### config.mk
export PLATFORM = sky130hd
export DESIGN_NAME = tsc_core
export DESIGN_NICKNAME = d
export VERILOG_FILES = /design/src/design/tsc_pkg.sv /design/src/design/tsc_core.sv
export SDC_FILE = /design/constraint.sdc
export NUM_CORES = 1
export LEC_CHECK = 0
export BUFFER_PORTS_ARGS = -buffer_cell sky130_fd_sc_hd__buf_2
export CAP_MARGIN = 10
export CELL_PAD_IN_SITES_DETAIL_PLACEMENT = 0
export CELL_PAD_IN_SITES_GLOBAL_PLACEMENT = 1
export CORE_ASPECT_RATIO = 1.25
export CORE_MARGIN = 8
export CORE_UTILIZATION = 25
export CTS_CLUSTER_DIAMETER = 50
export CTS_CLUSTER_SIZE = 8
export DETAILED_ROUTE_END_ITERATION = 8
export PLACE_DENSITY_LB_ADDON = 0.25
export SLEW_MARGIN = 25
export SYNTH_ARGS = -nofsm -noshare
export SYNTH_HDL_FRONTEND = slang
export SYNTH_SLANG_ARGS = --single-unit
### constraint.sdc
create_clock -name clk -period 4.88 [get_ports clk]
set_input_delay 0 -clock clk [delete_from_list [all_inputs] [get_ports clk]]
set_output_delay 0 -clock clk [all_outputs]
set_load 0.02 [all_outputs]
### src/design/tsc_pkg.sv
`default_nettype none
package tsc_pkg;
  // Register offsets
  localparam logic [7:0] OFS_STATUS_ONE = 8'h14;
  localparam logic [7:0] OFS_STATUS_TWO = 8'h18;
  localparam logic [7:0] OFS_CLOCK_CONTROL = 8'h1C;
  localparam logic [7:0] OFS_RISE_TIME = 8'h20;
  localparam logic [7:0] OFS_DATA = 8'h10;
  localparam logic [7:0] OFS_CONTROL = 8'h00;
  // Reset values
  localparam logic [15:0] RST_CLOCK_CONTROL = 16'h0000;
  localparam logic [5:0] RST_RISE_TIME = 6'h02;
  // Control register fields
  localparam int CTL_ENABLE = 0;
  localparam int CTL_HOST_TYPE = 3;
  localparam int CTL_RESOLVE = 4;
  localparam int CTL_PEC_EN = 5;
  localparam int CTL_GC_EN = 6;
  localparam int CTL_NO_STRETCH = 7;
  localparam int CTL_WIDTH = 8;
  // Status one fields
  localparam int S1_START = 0;
  localparam int S1_ADDR = 1;
  localparam int S1_FINISHED = 2;
  localparam int S1_HEADER = 3;
  localparam int S1_TX_EMPTY = 7;
  localparam int S1_RX_FULL = 6;
  // Status two fields
  localparam int S2_MASTER = 0;
  localparam int S2_BUSY = 1;
  localparam int S2_DIR = 2;
  localparam int S2_GCALL = 4;
  localparam int S2_DEFAULT = 5;
  localparam int S2_HOST = 6;
  localparam int S2_DUAL = 7;
  localparam int S2_PEC_LSB = 8;
  // Clock control fields
  localparam int CC_FAST = 15;
  localparam int CC_DUTY = 14;
  localparam int CC_DIV_W = 12;
  localparam int RISE_W = 6;
  // Multipliers for the standard, fast and fast duty modes
  localparam logic [4:0] MUL_ONE = 5'h01;
  localparam logic [4:0] MUL_TWO = 5'h02;
  localparam logic [4:0] MUL_HIGH_DUTY = 5'h09;
  localparam logic [4:0] MUL_LOW_DUTY = 5'h10;
  typedef enum logic [1:0] {
    TSC_IDLE = 2'b00,
    TSC_LOW = 2'b01,
    TSC_RISE = 2'b11,
    TSC_HIGH = 2'b10
  } tsc_scl_e;
endpackage
`default_nettype wire

### src/design/tsc_core.sv
`default_nettype none
// How it works
// Header flag after 10-bit first byte, cleared
// Finished flag on stalled transfer with stretching
// Finished flag cleared by data access
// No finished flag after NACK or PEC
// Address flag cleared by status reads
// Slave sets address flag on recognised address
// Master sets address flag after address ACK
// Status-two read after status-one clears address
// Start flag set on start, cleared
// Packet check byte in status two upper
// Dual flag tells which own address
// Host, default, general call kind flags
// Kind flags cleared on stop, restart, disable
// Direction from address bit, cleared on stop
// Busy on low line, cleared by stop
// Master flag on start, cleared on stop
// Speed bit and duty pick ratio
// SCL periods from divider times multipliers
// Software keeps divider at legal minimum
// Clock registers written only while disabled; the core accepts clock control and rise-time writes at any time
// Rise-time field bounds SCL feedback wait
// Peripheral clock fast enough for rates
// Empty and full flags outside address phase
// High count starts once SCL seen high
// Reserved bits read zero
module tsc_core
  import tsc_pkg::*;
(
  input wire logic clk, // 50 MHz clock
  input wire logic nrst, // Synchronous reset, active low
  input wire logic ce, // Clock enable
  input wire logic [7:0] addr, // Register byte address
  input wire logic [15:0] wdata, // Write data
  input wire logic wr, // Write strobe
  input wire logic rd, // Read strobe
  output logic [15:0] rdata, // Read data, cycle after rd
  input wire logic scl_in, // SCL pin level
  input wire logic sda_in, // SDA pin level
  output logic scl_out, // SCL drive value (always low)
  output logic scl_oe, // SCL driven low while high
  input wire logic ev_start_gen, // Engine made a start condition
  input wire logic ev_start_seen, // Start or repeated start seen
  input wire logic ev_stop_seen, // Stop seen on bus
  input wire logic ev_arb_lost, // Arbitration lost
  input wire logic ev_header_sent, // 10-bit header sent with ACK
  input wire logic ev_addr_done, // Master address phase acked
  input wire logic ev_addr_match, // Slave address recognised
  input wire logic [2:0] match_kind, // 0 own1 1 own2 2 gc 3 default 4 host
  input wire logic rw_bit, // Read/write bit of address
  input wire logic ev_byte_rx, // Byte received with ACK
  input wire logic ev_byte_due, // Next byte due for sending
  input wire logic ev_nack, // NACK received
  input wire logic pec_next, // Next byte is packet check
  input wire logic [7:0] pec_value, // Computed packet check byte
  input wire logic scl_run, // Master clock wanted
  output logic tx_empty, // Data register empty in transmit
  output logic rx_full, // Data register holds received byte
  output logic finished, // Transfer finished flag
  output logic [15:0] status_one_q, // Status one image
  output logic [15:0] status_two_q // Status two image
);
  // ****************************************
  // Input synchronisers
  // ****************************************
  logic [1:0] scl_s;
  logic [1:0] sda_s;
  always_ff @(posedge clk) begin
    if (!nrst) begin
      scl_s <= 2'b11;
      sda_s <= 2'b11;
    end else if (ce) begin
      scl_s <= {scl_s[0], scl_in};
      sda_s <= {sda_s[0], sda_in};
    end
  end
  wire logic scl_h = scl_s[1];
  wire logic sda_h = sda_s[1];

  // ****************************************
  // Registers
  // ****************************************
  logic [CTL_WIDTH-1:0] ctl;
  logic [15:0] clk_ctl;
  logic [RISE_W-1:0] rise;
  logic s1_read;
  wire logic en = ctl[CTL_ENABLE];
  wire logic wr_data = wr && addr == OFS_DATA;
  wire logic rd_data = rd && addr == OFS_DATA;
  wire logic rd_s1 = rd && addr == OFS_STATUS_ONE;
  wire logic rd_s2 = rd && addr == OFS_STATUS_TWO;

  always_ff @(posedge clk) begin
    if (!nrst) begin
      ctl <= '0;
      clk_ctl <= RST_CLOCK_CONTROL;
      rise <= RST_RISE_TIME;
    end else if (ce && wr) begin
      if (addr == OFS_CONTROL) begin
        ctl <= wdata[CTL_WIDTH-1:0];
      end else if (addr == OFS_CLOCK_CONTROL) begin
        clk_ctl <= {wdata[CC_FAST], wdata[CC_DUTY], 2'b00, wdata[CC_DIV_W-1:0]};
      end else if (addr == OFS_RISE_TIME) begin
        rise <= wdata[RISE_W-1:0];
      end
    end
  end

  // Status one read arms the two-step clears; any other access ends it
  always_ff @(posedge clk) begin
    if (!nrst) begin
      s1_read <= 1'b0;
    end else if (ce) begin
      if (!en) begin
        s1_read <= 1'b0;
      end else if (rd_s1) begin
        s1_read <= 1'b1;
      end else if (rd || wr) begin
        s1_read <= 1'b0;
      end
    end
  end

  // ****************************************
  // Status one flags
  // ****************************************
  logic start_f;
  logic addr_f;
  logic header_f;
  logic in_addr;
  always_ff @(posedge clk) begin
    if (!nrst) begin
      start_f <= 1'b0;
    end else if (ce) begin
      if (!en) begin
        start_f <= 1'b0;
      end else if (ev_start_gen) begin
        start_f <= 1'b1;
      end else if (s1_read && wr_data) begin
        start_f <= 1'b0;
      end
    end
  end

  always_ff @(posedge clk) begin
    if (!nrst) begin
      header_f <= 1'b0;
    end else if (ce) begin
      if (!en) begin
        header_f <= 1'b0;
      end else if (ev_header_sent && !ev_nack) begin
        header_f <= 1'b1;
      end else if (s1_read && wr_data) begin
        header_f <= 1'b0;
      end
    end
  end

  // Set wins over the clear in the same cycle; a set between the two reads is still cleared
  always_ff @(posedge clk) begin
    if (!nrst) begin
      addr_f <= 1'b0;
    end else if (ce) begin
      if (!en) begin
        addr_f <= 1'b0;
      end else if ((ev_addr_done && !ev_nack) || ev_addr_match) begin
        addr_f <= 1'b1;
      end else if (s1_read && rd_s2) begin
        addr_f <= 1'b0;
      end
    end
  end

  always_ff @(posedge clk) begin
    if (!nrst) begin
      in_addr <= 1'b0;
    end else if (ce) begin
      if (!en || ev_addr_done || ev_addr_match || ev_stop_seen) begin
        in_addr <= 1'b0;
      end else if (ev_start_seen) begin
        in_addr <= 1'b1;
      end
    end
  end

  // ****************************************
  // Data register flags
  // ****************************************
  logic dir_f;
  always_ff @(posedge clk) begin
    if (!nrst) begin
      tx_empty <= 1'b0;
      rx_full <= 1'b0;
    end else if (ce) begin
      if (!en) begin
        tx_empty <= 1'b0;
        rx_full <= 1'b0;
      end else begin
        if (ev_start_seen || ev_stop_seen || ev_nack) begin
          tx_empty <= 1'b0;
        end else if (dir_f && ev_byte_due && !in_addr && !pec_next) begin
          tx_empty <= 1'b1;
        end else if (wr_data && !finished) begin
          tx_empty <= 1'b0;
        end
        if (!dir_f && ev_byte_rx && !in_addr && !ev_arb_lost) begin
          rx_full <= 1'b1;
        end else if ((rd_data || wr_data) && !finished) begin
          rx_full <= 1'b0;
        end
      end
    end
  end

  always_ff @(posedge clk) begin
    if (!nrst) begin
      finished <= 1'b0;
    end else if (ce) begin
      if (!en) begin
        finished <= 1'b0;
      end else if (!ctl[CTL_NO_STRETCH] && !ev_nack &&
                   ((ev_byte_rx && rx_full) ||
                    (ev_byte_due && tx_empty && !pec_next))) begin
        finished <= 1'b1;
      end else if (rd_data || wr_data ||
                   (dir_f && (ev_start_seen || ev_stop_seen))) begin
        finished <= 1'b0;
      end
    end
  end

  // ****************************************
  // Status two flags
  // ****************************************
  logic master_f;
  logic busy_f;
  logic dual_f;
  logic host_f;
  logic dflt_f;
  logic gc_f;
  always_ff @(posedge clk) begin
    if (!nrst) begin
      busy_f <= 1'b0;
    end else if (ce) begin
      if (ev_stop_seen) begin
        busy_f <= 1'b0;
      end else if (!scl_h || !sda_h) begin
        busy_f <= 1'b1;
      end
    end
  end

  always_ff @(posedge clk) begin
    if (!nrst) begin
      master_f <= 1'b0;
    end else if (ce) begin
      if (!en || ev_stop_seen || ev_arb_lost) begin
        master_f <= 1'b0;
      end else if (ev_start_gen) begin
        master_f <= 1'b1;
      end
    end
  end

  always_ff @(posedge clk) begin
    if (!nrst) begin
      dir_f <= 1'b0;
    end else if (ce) begin
      if (!en || ev_stop_seen || ev_start_seen || ev_arb_lost) begin
        dir_f <= 1'b0;
      end else if (ev_addr_done || ev_addr_match) begin
        dir_f <= master_f ? !rw_bit : rw_bit;
      end
    end
  end

  always_ff @(posedge clk) begin
    if (!nrst) begin
      dual_f <= 1'b0;
      host_f <= 1'b0;
      dflt_f <= 1'b0;
      gc_f <= 1'b0;
    end else if (ce) begin
      if (!en || ev_stop_seen || ev_start_seen) begin
        dual_f <= 1'b0;
        host_f <= 1'b0;
        dflt_f <= 1'b0;
        gc_f <= 1'b0;
      end else if (ev_addr_match) begin
        dual_f <= match_kind == 3'h1;
        gc_f <= match_kind == 3'h2 && ctl[CTL_GC_EN];
        dflt_f <= match_kind == 3'h3 && ctl[CTL_RESOLVE];
        host_f <= match_kind == 3'h4 && ctl[CTL_RESOLVE] && ctl[CTL_HOST_TYPE];
      end
    end
  end

  // ****************************************
  // SCL generator
  // ****************************************
  tsc_scl_e st;
  logic [16:0] cnt;
  logic [RISE_W-1:0] rcnt;
  logic [4:0] mul_hi;
  logic [4:0] mul_lo;
  logic [16:0] t_hi;
  logic [16:0] t_lo;
  always_comb begin
    if (!clk_ctl[CC_FAST]) begin
      mul_hi = MUL_ONE;
      mul_lo = MUL_ONE;
    end else if (!clk_ctl[CC_DUTY]) begin
      mul_hi = MUL_ONE;
      mul_lo = MUL_TWO;
    end else begin
      mul_hi = MUL_HIGH_DUTY;
      mul_lo = MUL_LOW_DUTY;
    end
    // Both operands widened first so the product never loses its top bits
    t_hi = {5'h00, clk_ctl[CC_DIV_W-1:0]} * {12'h000, mul_hi};
    t_lo = {5'h00, clk_ctl[CC_DIV_W-1:0]} * {12'h000, mul_lo};
  end

  always_ff @(posedge clk) begin
    if (!nrst) begin
      st <= TSC_IDLE;
      cnt <= '0;
      rcnt <= '0;
      scl_oe <= 1'b0;
    end else if (ce) begin
      case (st)
        TSC_IDLE: begin
          scl_oe <= 1'b0;
          if (en && scl_run) begin
            st <= TSC_LOW;
            cnt <= 17'h00001;
            scl_oe <= 1'b1;
          end
        end
        TSC_LOW: begin
          if (cnt >= t_lo) begin
            st <= TSC_RISE;
            rcnt <= '0;
            scl_oe <= 1'b0;
          end else begin
            cnt <= cnt + 17'h00001;
          end
        end
        TSC_RISE: begin
          // A stretching slave holds us here until SCL is high or rcnt reaches rise
          if (scl_h || rcnt >= rise) begin
            st <= TSC_HIGH;
            cnt <= 17'h00001;
          end else if (rcnt < rise) begin
            rcnt <= rcnt + 6'h01;
          end
        end
        TSC_HIGH: begin
          if (!scl_h && rcnt < rise) begin
            cnt <= 17'h00001;
          end else if (cnt >= t_hi) begin
            st <= (en && scl_run) ? TSC_LOW : TSC_IDLE;
            cnt <= 17'h00001;
            scl_oe <= en && scl_run;
          end else begin
            cnt <= cnt + 17'h00001;
          end
        end
        default: st <= TSC_IDLE;
      endcase
    end
  end

  // ****************************************
  // Read mux
  // ****************************************
  always_ff @(posedge clk) begin
    if (!nrst) begin
      scl_out <= 1'b0;
      rdata <= '0;
      status_one_q <= '0;
      status_two_q <= '0;
    end else if (ce) begin
      scl_out <= 1'b0;
      status_one_q <= {8'h00, tx_empty, rx_full, 2'b00, header_f, finished, addr_f, start_f};
      status_two_q <= {ctl[CTL_PEC_EN] ? pec_value : 8'h00,
                       dual_f, host_f, dflt_f, gc_f, 1'b0, dir_f, busy_f, master_f};
      if (rd) begin
        if (addr == OFS_STATUS_ONE) begin
          rdata <= {8'h00, tx_empty, rx_full, 2'b00, header_f, finished, addr_f, start_f};
        end else if (addr == OFS_STATUS_TWO) begin
          rdata <= {ctl[CTL_PEC_EN] ? pec_value : 8'h00,
                    dual_f, host_f, dflt_f, gc_f, 1'b0, dir_f, busy_f, master_f};
        end else if (addr == OFS_CLOCK_CONTROL) begin
          rdata <= clk_ctl;
        end else if (addr == OFS_RISE_TIME) begin
          rdata <= {10'h000, rise};
        end else if (addr == OFS_CONTROL) begin
          rdata <= {8'h00, ctl};
        end else begin
          rdata <= '0;
        end
      end
    end
  end
endmodule
`default_nettype wire

Word level (Yosys, flattened, before mapping) --
Index checks and enable logic that the tools add are counted.
Storage, ports and cells: output and inout port bits 53, register bits after elaboration 110, word-level logic and storage cells 220, input bits 55
Operators by class: reduce and logical (&&, ||, !) cells 86, add/sub/neg operators 2, bitwise logic cells 2, magnitude comparators 4, $mul 2, eq/ne operators 27, mux-type cells 70
Operators with widths (count):
- $mux W17 | 5
- $pmux W17 S4 | 1
- $mux W16 | 3
- $mux W1 | 43
- $ge A17 B17 Y1 | 2
- $mul A12 B5 Y17 | 2
- $eq A8 B5 Y1 const B | 4
- $logic_and A1 B1 Y1 | 29
- $reduce_and A2 Y1 | 14
- $mux W8 | 3
- $mux W6 | 3
- $add A17 B1 Y17 const B | 1
- $logic_or A1 B1 Y1 | 17
- $ne A2 B2 Y1 const B | 8
- $ne A3 B1 Y1 const B | 5
- $pmux W6 S2 | 1
- $reduce_bool A2 Y1 | 6
- $logic_not A1 Y1 | 11
- $mux W2 | 5
- $mux W5 | 2
- $reduce_and A5 Y1 | 2
- $eq A8 B6 Y1 const B | 1
- $logic_not A8 Y1 | 1
- $mux W4 | 2
- 18 further kinds | 22

Depth between registers and ports, before layout --
Gate-level depths: netlist of run 1.
depth in word-level cells 7, mapped depth 25, gate-level depth less buffers 22

Least setup slack after synthesis of run 1 --
No wires, ideal clock.
path type register -> register, from register clk_ctl[15], to register rcnt[5], cell stages (with the launch flop) 23, data arrival time 4835 ps, setup slack -30 ps, library setup time 74 ps, path buffers 2, cell sequence dfxtp_1 > clkbuf_1 > nor2b_1 > clkbuf_1 > and2_1 > ha_1 > fa_1 > ha_1 > o21a_1 > o31a_1 > o211ai_1 > nand2_1 > a211oi_1 > nor2_1 > xnor2_1 > ha_1 > nand4_1 > or3_1 > a21oi_1 > a211o_1 > nand4_1 > or4_1 > o21ai_0
On the way: word-level cells in the longest chain between the ends 5
RTL lines:
- from (decl) | line tsc_core.sv:85 | logic [15:0] clk_ctl;
- from (signal assigned) | line tsc_core.sv:103 | clk_ctl <= {wdata[CC_FAST], wdata[CC_DUTY], 2'b00, wdata[CC_DIV_W-1:0]};
- $mux W5 | line tsc_core.sv:310 | if (!clk_ctl[CC_FAST]) begin
- $mul A12 B5 Y17 | line tsc_core.sv:322 | t_lo = {5'h00, clk_ctl[CC_DIV_W-1:0]} * {12'h000, mul_lo};
- $ge A17 B17 Y1 | line tsc_core.sv:342 | if (cnt >= t_lo) begin
- $ne A2 B2 Y1 (no line)
- $reduce_and A5 Y1 (no line)
- to (signal assigned) | line tsc_core.sv:356 | rcnt <= rcnt + 6'h01;
- to (decl) | line tsc_core.sv:304 | logic [RISE_W-1:0] rcnt;
Every way passes these cells. A chain may end at the register's enable or synchronous reset.

Final worst setup path of run 1 --
from register clk_ctl[15], to register rcnt[2]
The elaborated chain is that of the path after synthesis.

==> flow_metrics.env, run 1 <==
export IMPL_period_share_pct=95.3
export IMPL_clk_latency_ns=0.37
export IMPL_nFillCells=3415
export IMPL_worstHoldEndpoint="dir_f$_SDFFE_PN0P_"
export IMPL_die_y_um=215
export IMPL_worstReg2RegStart="clk_ctl[15]$_SDFFE_PN0P_"
export IMPL_fin_ws_ns=0.227
export IMPL_rrSetupSlack_ns=0.23
export IMPL_htreeDepth=3
export IMPL_avgSynthCellArea_sq_um=8.25
export IMPL_hold_class="in -> reg"
export IMPL_dr_total_vias=7437
export IMPL_synth_edf_count=0
export IMPL_cts_made_buffers=9
export IMPL_cp_cell_sequence="nor2b_4 > buf_4 > and2_4 > ha_4 > fa_1 > ha_4 > o21a_1 > o31a_1 > o211ai_1 > nand2_1 > a211oi_2 > nor2_1 > xnor2_1 > ha_1 > nand4_1 > or3_4 > a21oi_2 > a211o_1 > nand4_1 > or3b_1 > a21oi_2"
export IMPL_grt_pass1_vias=7588
export IMPL_cp_max_fo=4
export IMPL_post_route_drc_count=0
export IMPL_worst_pin_slew_ns=0.878
export IMPL_fp_coreArea_sq_um=31600
export IMPL_internal_power_mw=1.51
export IMPL_start_util_pct=25.2
export IMPL_fmax_mhz=215
export IMPL_critPathLaunch="clk_ctl[15]$_SDFFE_PN0P_"
export IMPL_async_flop_share_pct=0
export IMPL_dr_first_iter_drc_count=331
export IMPL_root_buffer="clkbuf_16"
export IMPL_antenna_left=0
export IMPL_numClockSinks=110
export IMPL_overflow=0
export IMPL_ys_flop_type="dfxtp_1"
export IMPL_ctsLongestPathBuffers=2
export IMPL_final_max_slew_viol_count=0
export IMPL_holdWs_ns=0.0327
export IMPL_p_per_area_nw_per_um2=192
export IMPL_p_sw_mw=0.455
export IMPL_crit_required_ns=5.17
export IMPL_highest_layer="met4"
export IMPL_finalSetupViolCount=0
export IMPL_arrival_ns=4.95
export IMPL_min_delay_start="ev_start_seen"
export IMPL_diodes=0
export IMPL_grt_usage_pct=13.5
export IMPL_layout_nets=1284
export IMPL_ys_types=68
export IMPL_min_path_cells=3
export IMPL_dpl_instance_area_sq_um=9180
export IMPL_startpoint_type="flop"
export IMPL_viasPerCell=4.81
export IMPL_fin_crit_ns=4.65
export IMPL_switching_share_pct=23.1
export IMPL_dr_wl_met2_um=13200
export IMPL_slew_headroom_pct=41.3
export IMPL_fin_skew_ns=0.0105
export IMPL_fp_dieW_um=176
export IMPL_place_congestion=0.791
export IMPL_clkPwrFrac_pct=46.7
export IMPL_syn_inst=965
export IMPL_slowest_delay_ns=0.57
export IMPL_critical_path_class="reg -> reg"
export IMPL_dp_slack_ns=-0.147
export IMPL_io_pins=108
export IMPL_cts_tree="built"
export IMPL_p_comb_share_pct=7.1
export IMPL_hold_viol=0
export IMPL_synth_seq_cells=110
export IMPL_yosys_warnings=0
export IMPL_slowest_stage="fa_1"
export IMPL_fin_area_sq_um=10200
export IMPL_synthesis_area_sq_um=7960
export IMPL_final_cell_mix="dfxtp_1, nor2_1, buf_2"
export IMPL_met3_length_um=827
export IMPL_endpoint_kind="flop"
export IMPL_area_growth_pct=28.5
export IMPL_crit_family="simple AND/OR/NAND/NOR gates"
export IMPL_clkTransAtPathRegs_ns=0.07
export IMPL_grt_pass1_wl_um=41100
export IMPL_reg2regPathDepth=21
export IMPL_leakagePower_nw=4.44
export IMPL_dp_hpwl_um=19900
export IMPL_status="complete, no violations"
export IMPL_grt_antenna_before_repair=0
export IMPL_wl_um=25500
export IMPL_p_seq_share_pct=46.1
export IMPL_drive_gt1_share_pct=21.4
export IMPL_seq_area_frac_synth_pct=27.7
export IMPL_peakVddDrop_mv=0.195
export IMPL_fin_util_pct=32.4
export IMPL_r2r_end="rcnt[2]$_SDFFE_PN0P_"
export IMPL_wl_met1_um=11000
export IMPL_rows=73
export IMPL_portBuffers=93
export IMPL_p_total_mw=1.97
export IMPL_worstPathBufferInverterCount=1
export IMPL_wl_per_cell_um=16.5
export IMPL_drv_cap=0
export IMPL_drtPass1Iterations=4
export IMPL_fp_dieArea_sq_um=37800
export IMPL_grt_start_max_net_pins=70
export IMPL_final_common_cell="dfxtp_1"
==> how the worst max path moves through the flow <==
stage / endpoint / slack [ns] / depth (start not counted)
floorplan: rcnt[5]$_SDFFE_PN0P_ / 0.03 / 22
global placement: cnt[16]$_SDFFE_PN0P_ / -0.11 / 20
detailed placement: rcnt[5]$_SDFFE_PN0P_ / -0.15 / 21
CTS: rcnt[3]$_SDFFE_PN0P_ / 0.0003 / 25
global route: cnt[7]$_SDFFE_PN0P_ / -0.005 / 23
finish: rcnt[2]$_SDFFE_PN0P_ / 0.23 / 21
==> worst min-delay path, delay by kind of cell <==
family / cells / cell delay, ns
buf+inv: 1 / 0.11
compound gates: 1 / 0.07
simple gates: 1 / 0.17
==> metrics by stage <==
stage          std cells  setup TNS [ns]
3_3_place_gp        1486          -0.901
6_report            1545               0
4_1_cts             1545               0
5_1_grt             1545        -0.00911
2_1_floorplan        976               0
3_5_place_dp        1486          -0.971
==> power groups by stage <==
stage	Clock (mW)	Sequential, mW	Combinational (mW)
finish	0.919	0.907	0.140
global route	0.977	0.908	0.154
CTS	0.953	0.907	0.141
detailed placement	0	0.929	0.119
global placement	0	0.929	0.118
floorplan	0	0.931	0.0689
==> Yosys cell counts (6+ instances only) <==
master    number  area (sq um)
a21oi_1       80           400
nand2b_1       9          56.3
inv_1         61           229
fa_1           9           180
nor2_1        98           368
or4_1          6          45.0
nand2_1       80           300
ha_1          92          1150
and2_1        13          81.3
nand4_1       11          68.8
clkbuf_1      33           124
a21o_1         9          67.6
o21ai_1        9          45.0
o21ai_0       38           190
o41ai_2        6          97.6
nand3_1       36           180
buf_4         14           105
xnor2_1        8          70.1
nor3_1        21           105
nor2b_1        6          37.5
a211oi_1       8          60.1
a32oi_1       17           149
dfxtp_1      110          2200
and3_1        29           181
mux2i_1       46           460
o211ai_1      14           105
xor2_1        13           114
nand3b_1       8          60.1
==> layer usage <==
layer | global-route usage (%) | up-vias
li1 | - | 3772
met1 | 15.6 | 3529
met2 | 24.7 | 117
met3 | 2.38 | 19
met4 | 4.08 | 0
met5 | 0 | -
==> layout make-up <==
class | instances | area, sq um | area share (%)
clock buffers | 11 | 233 | 2.28
clock inverters | 5 | 129 | 1.26
inverters | 61 | 229 | 2.24
multi-input cells | 749 | 5540 | 54.2
flip-flops and latches | 110 | 2210 | 21.6
well taps | 412 | 515 | 5.04
repair buffers | 197 | 1370 | 13.4
==> logic make-up (layout without fill, tap and decap cells) <==
kind of cell	after synthesis	count (layout)	share of synthesized area, %
AOI/OAI and AO/OA	223	223	19.0
xor gates and xnor gates	21	21	2.31
adders and majority gates	101	101	16.7
buffers and inverters	117	274	6.32
DFF	110	110	27.7
muxes	46	46	5.79
other	1	12	0.0471
and+or+nand+nor	346	346	22.1
==> sequential cells by signal, indices dropped and copies added (netlist names), 6 cells and up <==
register and flops:
cnt 17, rdata 16, status_two_q 15, clk_ctl 14, ctl 8, rcnt 6, rise 6, status_one_q 6
==> what timing repair did <==
item,4_1_cts,5_1_grt
pin swaps,4,31
buffers inserted,6,0
hold buffers,37,0
endpoints found under the hold margin,51,0
endpoints found under the setup margin,17,26
gates resized for setup,8,50
No activity file was read; power rests on OpenSTA's default activity.
==> run 2, diff against run 1 <==
==> constraint.sdc (replaced) <==
create_clock -name clk -period 6.01 [get_ports clk]
set_input_delay 0 -clock clk [delete_from_list [all_inputs] [get_ports clk]]
set_output_delay 0 -clock clk [all_outputs]
set_load 0.02 [all_outputs]
==> flow_metrics.env, run 2 (synthesized netlist as in run 1, its figures left out) <==
export IMPL_status="complete, no violations"
export IMPL_dpl_instance_area_sq_um=8770
export IMPL_viasPerCell=4.85
export IMPL_fp_dieW_um=176
export IMPL_fin_crit_ns=5.39
export IMPL_slew_headroom_pct=44.0
export IMPL_leakagePower_nw=4.11
export IMPL_fmax_mhz=186
export IMPL_htreeDepth=3
export IMPL_final_cell_mix="dfxtp_1, nor2_1, buf_2"
export IMPL_rows=73
export IMPL_use_met2_pct=23.8
export IMPL_layout_nets=1224
export IMPL_p_sw_mw=0.382
export IMPL_internal_power_mw=1.10
export IMPL_start_util_pct=25.2
export IMPL_post_route_drc_count=0
export IMPL_p_seq_share_pct=49.6
export IMPL_finalSetupViolCount=0
export IMPL_crit_required_ns=6.24
export IMPL_wl_per_cell_um=16.6
export IMPL_wl_um=24600
export IMPL_dr_total_vias=7199
export IMPL_grt_start_max_net_pins=89
export IMPL_reg2regPathDepth=20
export IMPL_nFillCells=3522
export IMPL_final_common_cell="dfxtp_1"
export IMPL_critical_path_class="reg -> reg"
export IMPL_layout_cells_non_filler=1485
export IMPL_startpoint_type="flop"
export IMPL_grt_usage_pct=13.2
export IMPL_drtPass1Iterations=5
export IMPL_cts_made_buffers=9
export IMPL_reg_top3="cnt: 17 flops, rdata: 16 flops, status_two_q: 15 flops"
export IMPL_area_growth_pct=18.5
export IMPL_grt_pass1_wl_um=40400
export IMPL_overflow=0
export IMPL_grt_met1_usage_pct=15.3
export IMPL_endpoint_kind="flop"
export IMPL_grt_pass1_vias=7403
export IMPL_fin_skew_ns=0.00789
export IMPL_p_comb_share_pct=7.6
export IMPL_hold_class="in -> reg"
export IMPL_diodes=0
export IMPL_gr_usage_met3_pct=2.45
export IMPL_clk_latency_ns=0.37
export IMPL_endpoint="cnt[15]$_SDFFE_PN0P_"
export IMPL_fp_dieArea_sq_um=37800
export IMPL_p_per_area_nw_per_um2=158
export IMPL_worstReg2RegStart="clk_ctl[15]$_SDFFE_PN0P_"
export IMPL_root_buffer="clkbuf_16"
export IMPL_fin_ws_ns=0.620
export IMPL_busiest_layer="met2"
export IMPL_portBuffers=93
export IMPL_arrival_ns=5.62
export IMPL_period_share_pct=89.7
export IMPL_clkTransAtPathRegs_ns=0.08
export IMPL_rsz0062_at_grt="false"
export IMPL_cts_tree="built"
export IMPL_dp_hpwl_um=18700
export IMPL_holdWs_ns=0.0273
export IMPL_die_y_um=215
export IMPL_switching_share_pct=25.7
export IMPL_drv_cap=0
export IMPL_critPathLaunch="clk_ctl[15]$_SDFFE_PN0P_"
export IMPL_grt_antenna_before_repair=0
export IMPL_peakVddDrop_mv=0.135
export IMPL_hold_viol=0
export IMPL_antenna_left=0
export IMPL_drive_gt1_share_pct=13.3
export IMPL_place_congestion=0.773
export IMPL_largest_register_ffs=17
export IMPL_worst_pin_slew_ns=0.838
export IMPL_dp_slack_ns=0.533
export IMPL_fin_area_sq_um=9430
export IMPL_rrSetupSlack_ns=0.62
export IMPL_numClockSinks=110
export IMPL_io_pins=108
export IMPL_r2r_end="cnt[15]$_SDFFE_PN0P_"
export IMPL_final_max_slew_viol_count=0
export IMPL_fp_coreArea_sq_um=31600
export IMPL_dr_first_iter_drc_count=262
export IMPL_p_total_mw=1.49
export IMPL_regMostFlops="cnt"
export IMPL_fin_util_pct=29.8
export IMPL_numPlacedInstances=1434
export IMPL_clkPwrFrac_pct=42.8
export IMPL_ctsLongestPathBuffers=2
export IMPL_cp_max_fo=17
export IMPL_setup_tns_ns=0
## run 2: changes by cell type in the layout (fill, tap and decap cells not counted), sizes merged
cell         delta
bufinv          -3
clkinv          +3
clkbuf          -1
dlygate4sd3     -2
buf            -58
clkinvlp        +1
## run 2: critical path, cell delays in order (launching register included)
cell,delay [ns]
dfxtp_1,0.32
nor2b_1,0.40
and2_1,0.20
ha_1,0.24
fa_1,0.48
ha_1,0.35
o21a_1,0.18
o31a_1,0.12
o211ai_1,0.16
nand2_1,0.12
a211oi_1,0.31
nor3b_1,0.09
o21ai_0,0.19
ha_1,0.29
a21oi_1,0.15
o21a_1,0.18
o211ai_1,0.10
o211ai_1,0.37
nand2_1,0.49
a32oi_1,0.39
o41ai_2,0.10
## run 2: layer usage
| metal | vias to the layer above | wire length (um) |
|---|---|---|
| li1 | 3653 | - |
| met3 | 26 | 839 |
| met1 | 3419 | 10900 |
| met5 | - | 0 |
| met2 | 101 | 12400 |
| met4 | 0 | 468 |
## run 2: worst min path at each step
stage                     slack (ns)  cells after the start                    end           from
after floorplan                 0.10                      1    busy_f$_SDFFE_PN0P_   ev_stop_seen
after global placement          0.22                      3  sda_s[0]$_SDFFE_PN1P_         sda_in
after detailed placement        0.22                      3  sda_s[0]$_SDFFE_PN1P_         sda_in
after CTS                      0.003                      3   s1_read$_SDFFE_PN0P_             rd
after global routing            0.04                      3     dir_f$_SDFFE_PN0P_  ev_start_seen
final                           0.03                      3   s1_read$_SDFFE_PN0P_             rd
## run 2: power by group through the flow
| stage | clock network, mW | logic [mW] | registers, mW |
|---|---|---|---|
| detailed placement | 0 | 0.0956 | 0.754 |
| floorplan | 0 | 0.0560 | 0.756 |
| global placement | 0 | 0.0955 | 0.754 |
| global route | 0.678 | 0.123 | 0.737 |
| finish | 0.636 | 0.113 | 0.737 |
| CTS | 0.660 | 0.114 | 0.737 |
## run 2: layout make-up
type	count	area, sq um	area share [%]
clock buffers	10	229	2.43
clock inverters	6	71.3	0.756
inverters	61	229	2.43
multi-input cells	749	5290	56.2
flip-flops and latches	110	2200	23.4
well taps	412	515	5.47
repair buffers	137	887	9.41
## run 2: timing repair
action | in CTS | in global routing
hold endpoints to repair | 50 | 0
gates resized for setup | 0 | 0
hold buffers | 35 | 0
setup buffers | 0 | 0
==> run 3, diff against run 2 <==
--- a/config.mk
+++ b/config.mk
@@ -15,6 +15,7 @@
 export CTS_CLUSTER_DIAMETER = 50
 export CTS_CLUSTER_SIZE = 8
 export DETAILED_ROUTE_END_ITERATION = 8
+export MAX_ROUTING_LAYER = met4
 export PLACE_DENSITY_LB_ADDON = 0.25
 export SLEW_MARGIN = 25
 export SYNTH_ARGS = -nofsm -noshare
==> flow_metrics.env, run 3 (synthesized netlist as in run 1, its figures left out) <==
export IMPL_hold_viol=0
export IMPL_grt_antenna_before_repair=1
export IMPL_grt_pass1_wl_um=40400
export IMPL_regMostFlops="cnt"
export IMPL_htreeDepth=3
export IMPL_layout_cells_non_filler=1486
export IMPL_endpoint="cnt[15]$_SDFFE_PN0P_"
export IMPL_dp_slack_ns=0.533
export IMPL_fp_dieW_um=176
export IMPL_reg_top3="cnt: 17 flops, rdata: 16 flops, status_two_q: 15 flops"
export IMPL_clk_latency_ns=0.37
export IMPL_grt_start_max_net_pins=89
export IMPL_die_y_um=215
export IMPL_critical_path_class="reg -> reg"
export IMPL_final_max_slew_viol_count=0
export IMPL_root_buffer="clkbuf_16"
export IMPL_place_congestion=0.783
export IMPL_post_route_drc_count=0
export IMPL_fin_ws_ns=0.617
export IMPL_reg2regPathDepth=20
export IMPL_rsz0062_at_grt="false"
export IMPL_slew_headroom_pct=44.3
export IMPL_cp_max_fo=17
export IMPL_cts_made_buffers=9
export IMPL_fp_dieArea_sq_um=37800
export IMPL_worst_pin_slew_ns=0.833
export IMPL_rows=73
export IMPL_drtPass1Iterations=4
export IMPL_dp_hpwl_um=18700
export IMPL_p_per_area_nw_per_um2=157
export IMPL_drive_gt1_share_pct=13.3
export IMPL_dr_first_iter_drc_count=295
export IMPL_final_cell_mix="dfxtp_1, nor2_1, buf_2"
export IMPL_wl_per_cell_um=16.6
export IMPL_fin_skew_ns=0.00945
export IMPL_clkTransAtPathRegs_ns=0.08
export IMPL_peakVddDrop_mv=0.138
export IMPL_min_path_cells=3
export IMPL_numPlacedInstances=1434
export IMPL_highest_layer="met4"
export IMPL_drv_cap=0
export IMPL_final_common_cell="dfxtp_1"
export IMPL_area_growth_pct=18.5
export IMPL_period_share_pct=89.7
export IMPL_startpoint_type="flop"
export IMPL_largest_register_ffs=17
export IMPL_grt_usage_pct=13.6
export IMPL_ctsLongestPathBuffers=2
export IMPL_hold_class="in -> reg"
export IMPL_worstReg2RegStart="clk_ctl[15]$_SDFFE_PN0P_"
export IMPL_fin_crit_ns=5.39
export IMPL_start_util_pct=25.2
export IMPL_dr_wl_met2_um=12400
export IMPL_fmax_mhz=185
export IMPL_leakagePower_nw=4.11
export IMPL_critPathLaunch="clk_ctl[15]$_SDFFE_PN0P_"
export IMPL_antenna_left=0
export IMPL_layout_nets=1224
export IMPL_r2r_end="cnt[15]$_SDFFE_PN0P_"
export IMPL_finalSetupViolCount=0
export IMPL_fp_coreArea_sq_um=31600
export IMPL_setup_tns_ns=0
export IMPL_wl_um=24700
export IMPL_portBuffers=93
export IMPL_cts_resized=0
export IMPL_status="complete, no violations"
export IMPL_endpoint_kind="flop"
export IMPL_wl_met1_um=11100
export IMPL_arrival_ns=5.62
export IMPL_crit_required_ns=6.24
export IMPL_numClockSinks=110
export IMPL_rrSetupSlack_ns=0.62
export IMPL_overflow=0
export IMPL_io_pins=108
export IMPL_viasPerCell=4.83
export IMPL_met3_length_um=741
export IMPL_grt_pass1_vias=7408
export IMPL_cts_tree="built"
export IMPL_dr_total_vias=7180
run 3: changes by cell type in the layout (fill, tap and decap cells not counted), sizes merged:
cell and delta:
diode +1
run 3: layout make-up:
class,instances,area (sq um)
Fill cell,3521,22200
Tap cell,412,515
Clock inverter,6,71.3
Multi-Input combinational cell,749,5290
Inverter,61,229
Timing Repair Buffer,137,887
Antenna cell,1,2.50
Clock buffer,10,229
Sequential cell,110,2200
run 3: worst min path at each step:
stage | from | end | slack, ns
finish | rd | s1_read$_SDFFE_PN0P_ | 0.01
global route | ev_start_seen | dir_f$_SDFFE_PN0P_ | 0.04
CTS | rd | s1_read$_SDFFE_PN0P_ | 0.003
global placement | sda_in | sda_s[0]$_SDFFE_PN1P_ | 0.22
floorplan | ev_stop_seen | busy_f$_SDFFE_PN0P_ | 0.10
detailed placement | sda_in | sda_s[0]$_SDFFE_PN1P_ | 0.22
run 3: timing repair:
| item | 4_1_cts | 5_1_grt |
|---|---|---|
| hold buffers | 35 | 0 |
| endpoints found under the hold margin | 50 | 0 |
| buffers inserted | 0 | 0 |
run 3: through the flow:
stage               hold WS, ns  total power, mW  util, %  area [sq um]
finish                   0.0148             1.48     29.8          9430
detailed placement        0.223            0.850     27.8          8770
floorplan                 0.101            0.812        -          8000
global placement          0.215            0.850     27.8          8770
global route             0.0398             1.54     29.8          9430
CTS                     0.00322             1.51     29.8          9420
run 3: power breakdown:
part           leakage (nW)  internal [mW]  switching (mW)
combinational          3.08         0.0421          0.0706
clock                 0.145          0.328           0.307
sequential            0.888          0.733         0.00380
total                  4.11           1.10           0.382
run 3: worst max-delay path: stages (launching register included):
cell	delay [ns]
dfxtp_1	0.32
nor2b_1	0.41
and2_1	0.20
ha_1	0.24
fa_1	0.48
ha_1	0.35
o21a_1	0.18
o31a_1	0.12
o211ai_1	0.16
nand2_1	0.12
a211oi_1	0.31
nor3b_1	0.09
o21ai_0	0.19
ha_1	0.29
a21oi_1	0.15
o21a_1	0.18
o211ai_1	0.10
o211ai_1	0.37
nand2_1	0.49
a32oi_1	0.39
o41ai_2	0.10
run 3: metal layers:
| layer | track usage, % | vias up |
|---|---|---|
| li1 | - | 3651 |
| met1 | 15.5 | 3400 |
| met2 | 23.8 | 103 |
| met3 | 2.15 | 26 |
| met4 | 4.30 | 0 |
| met5 | - | - |
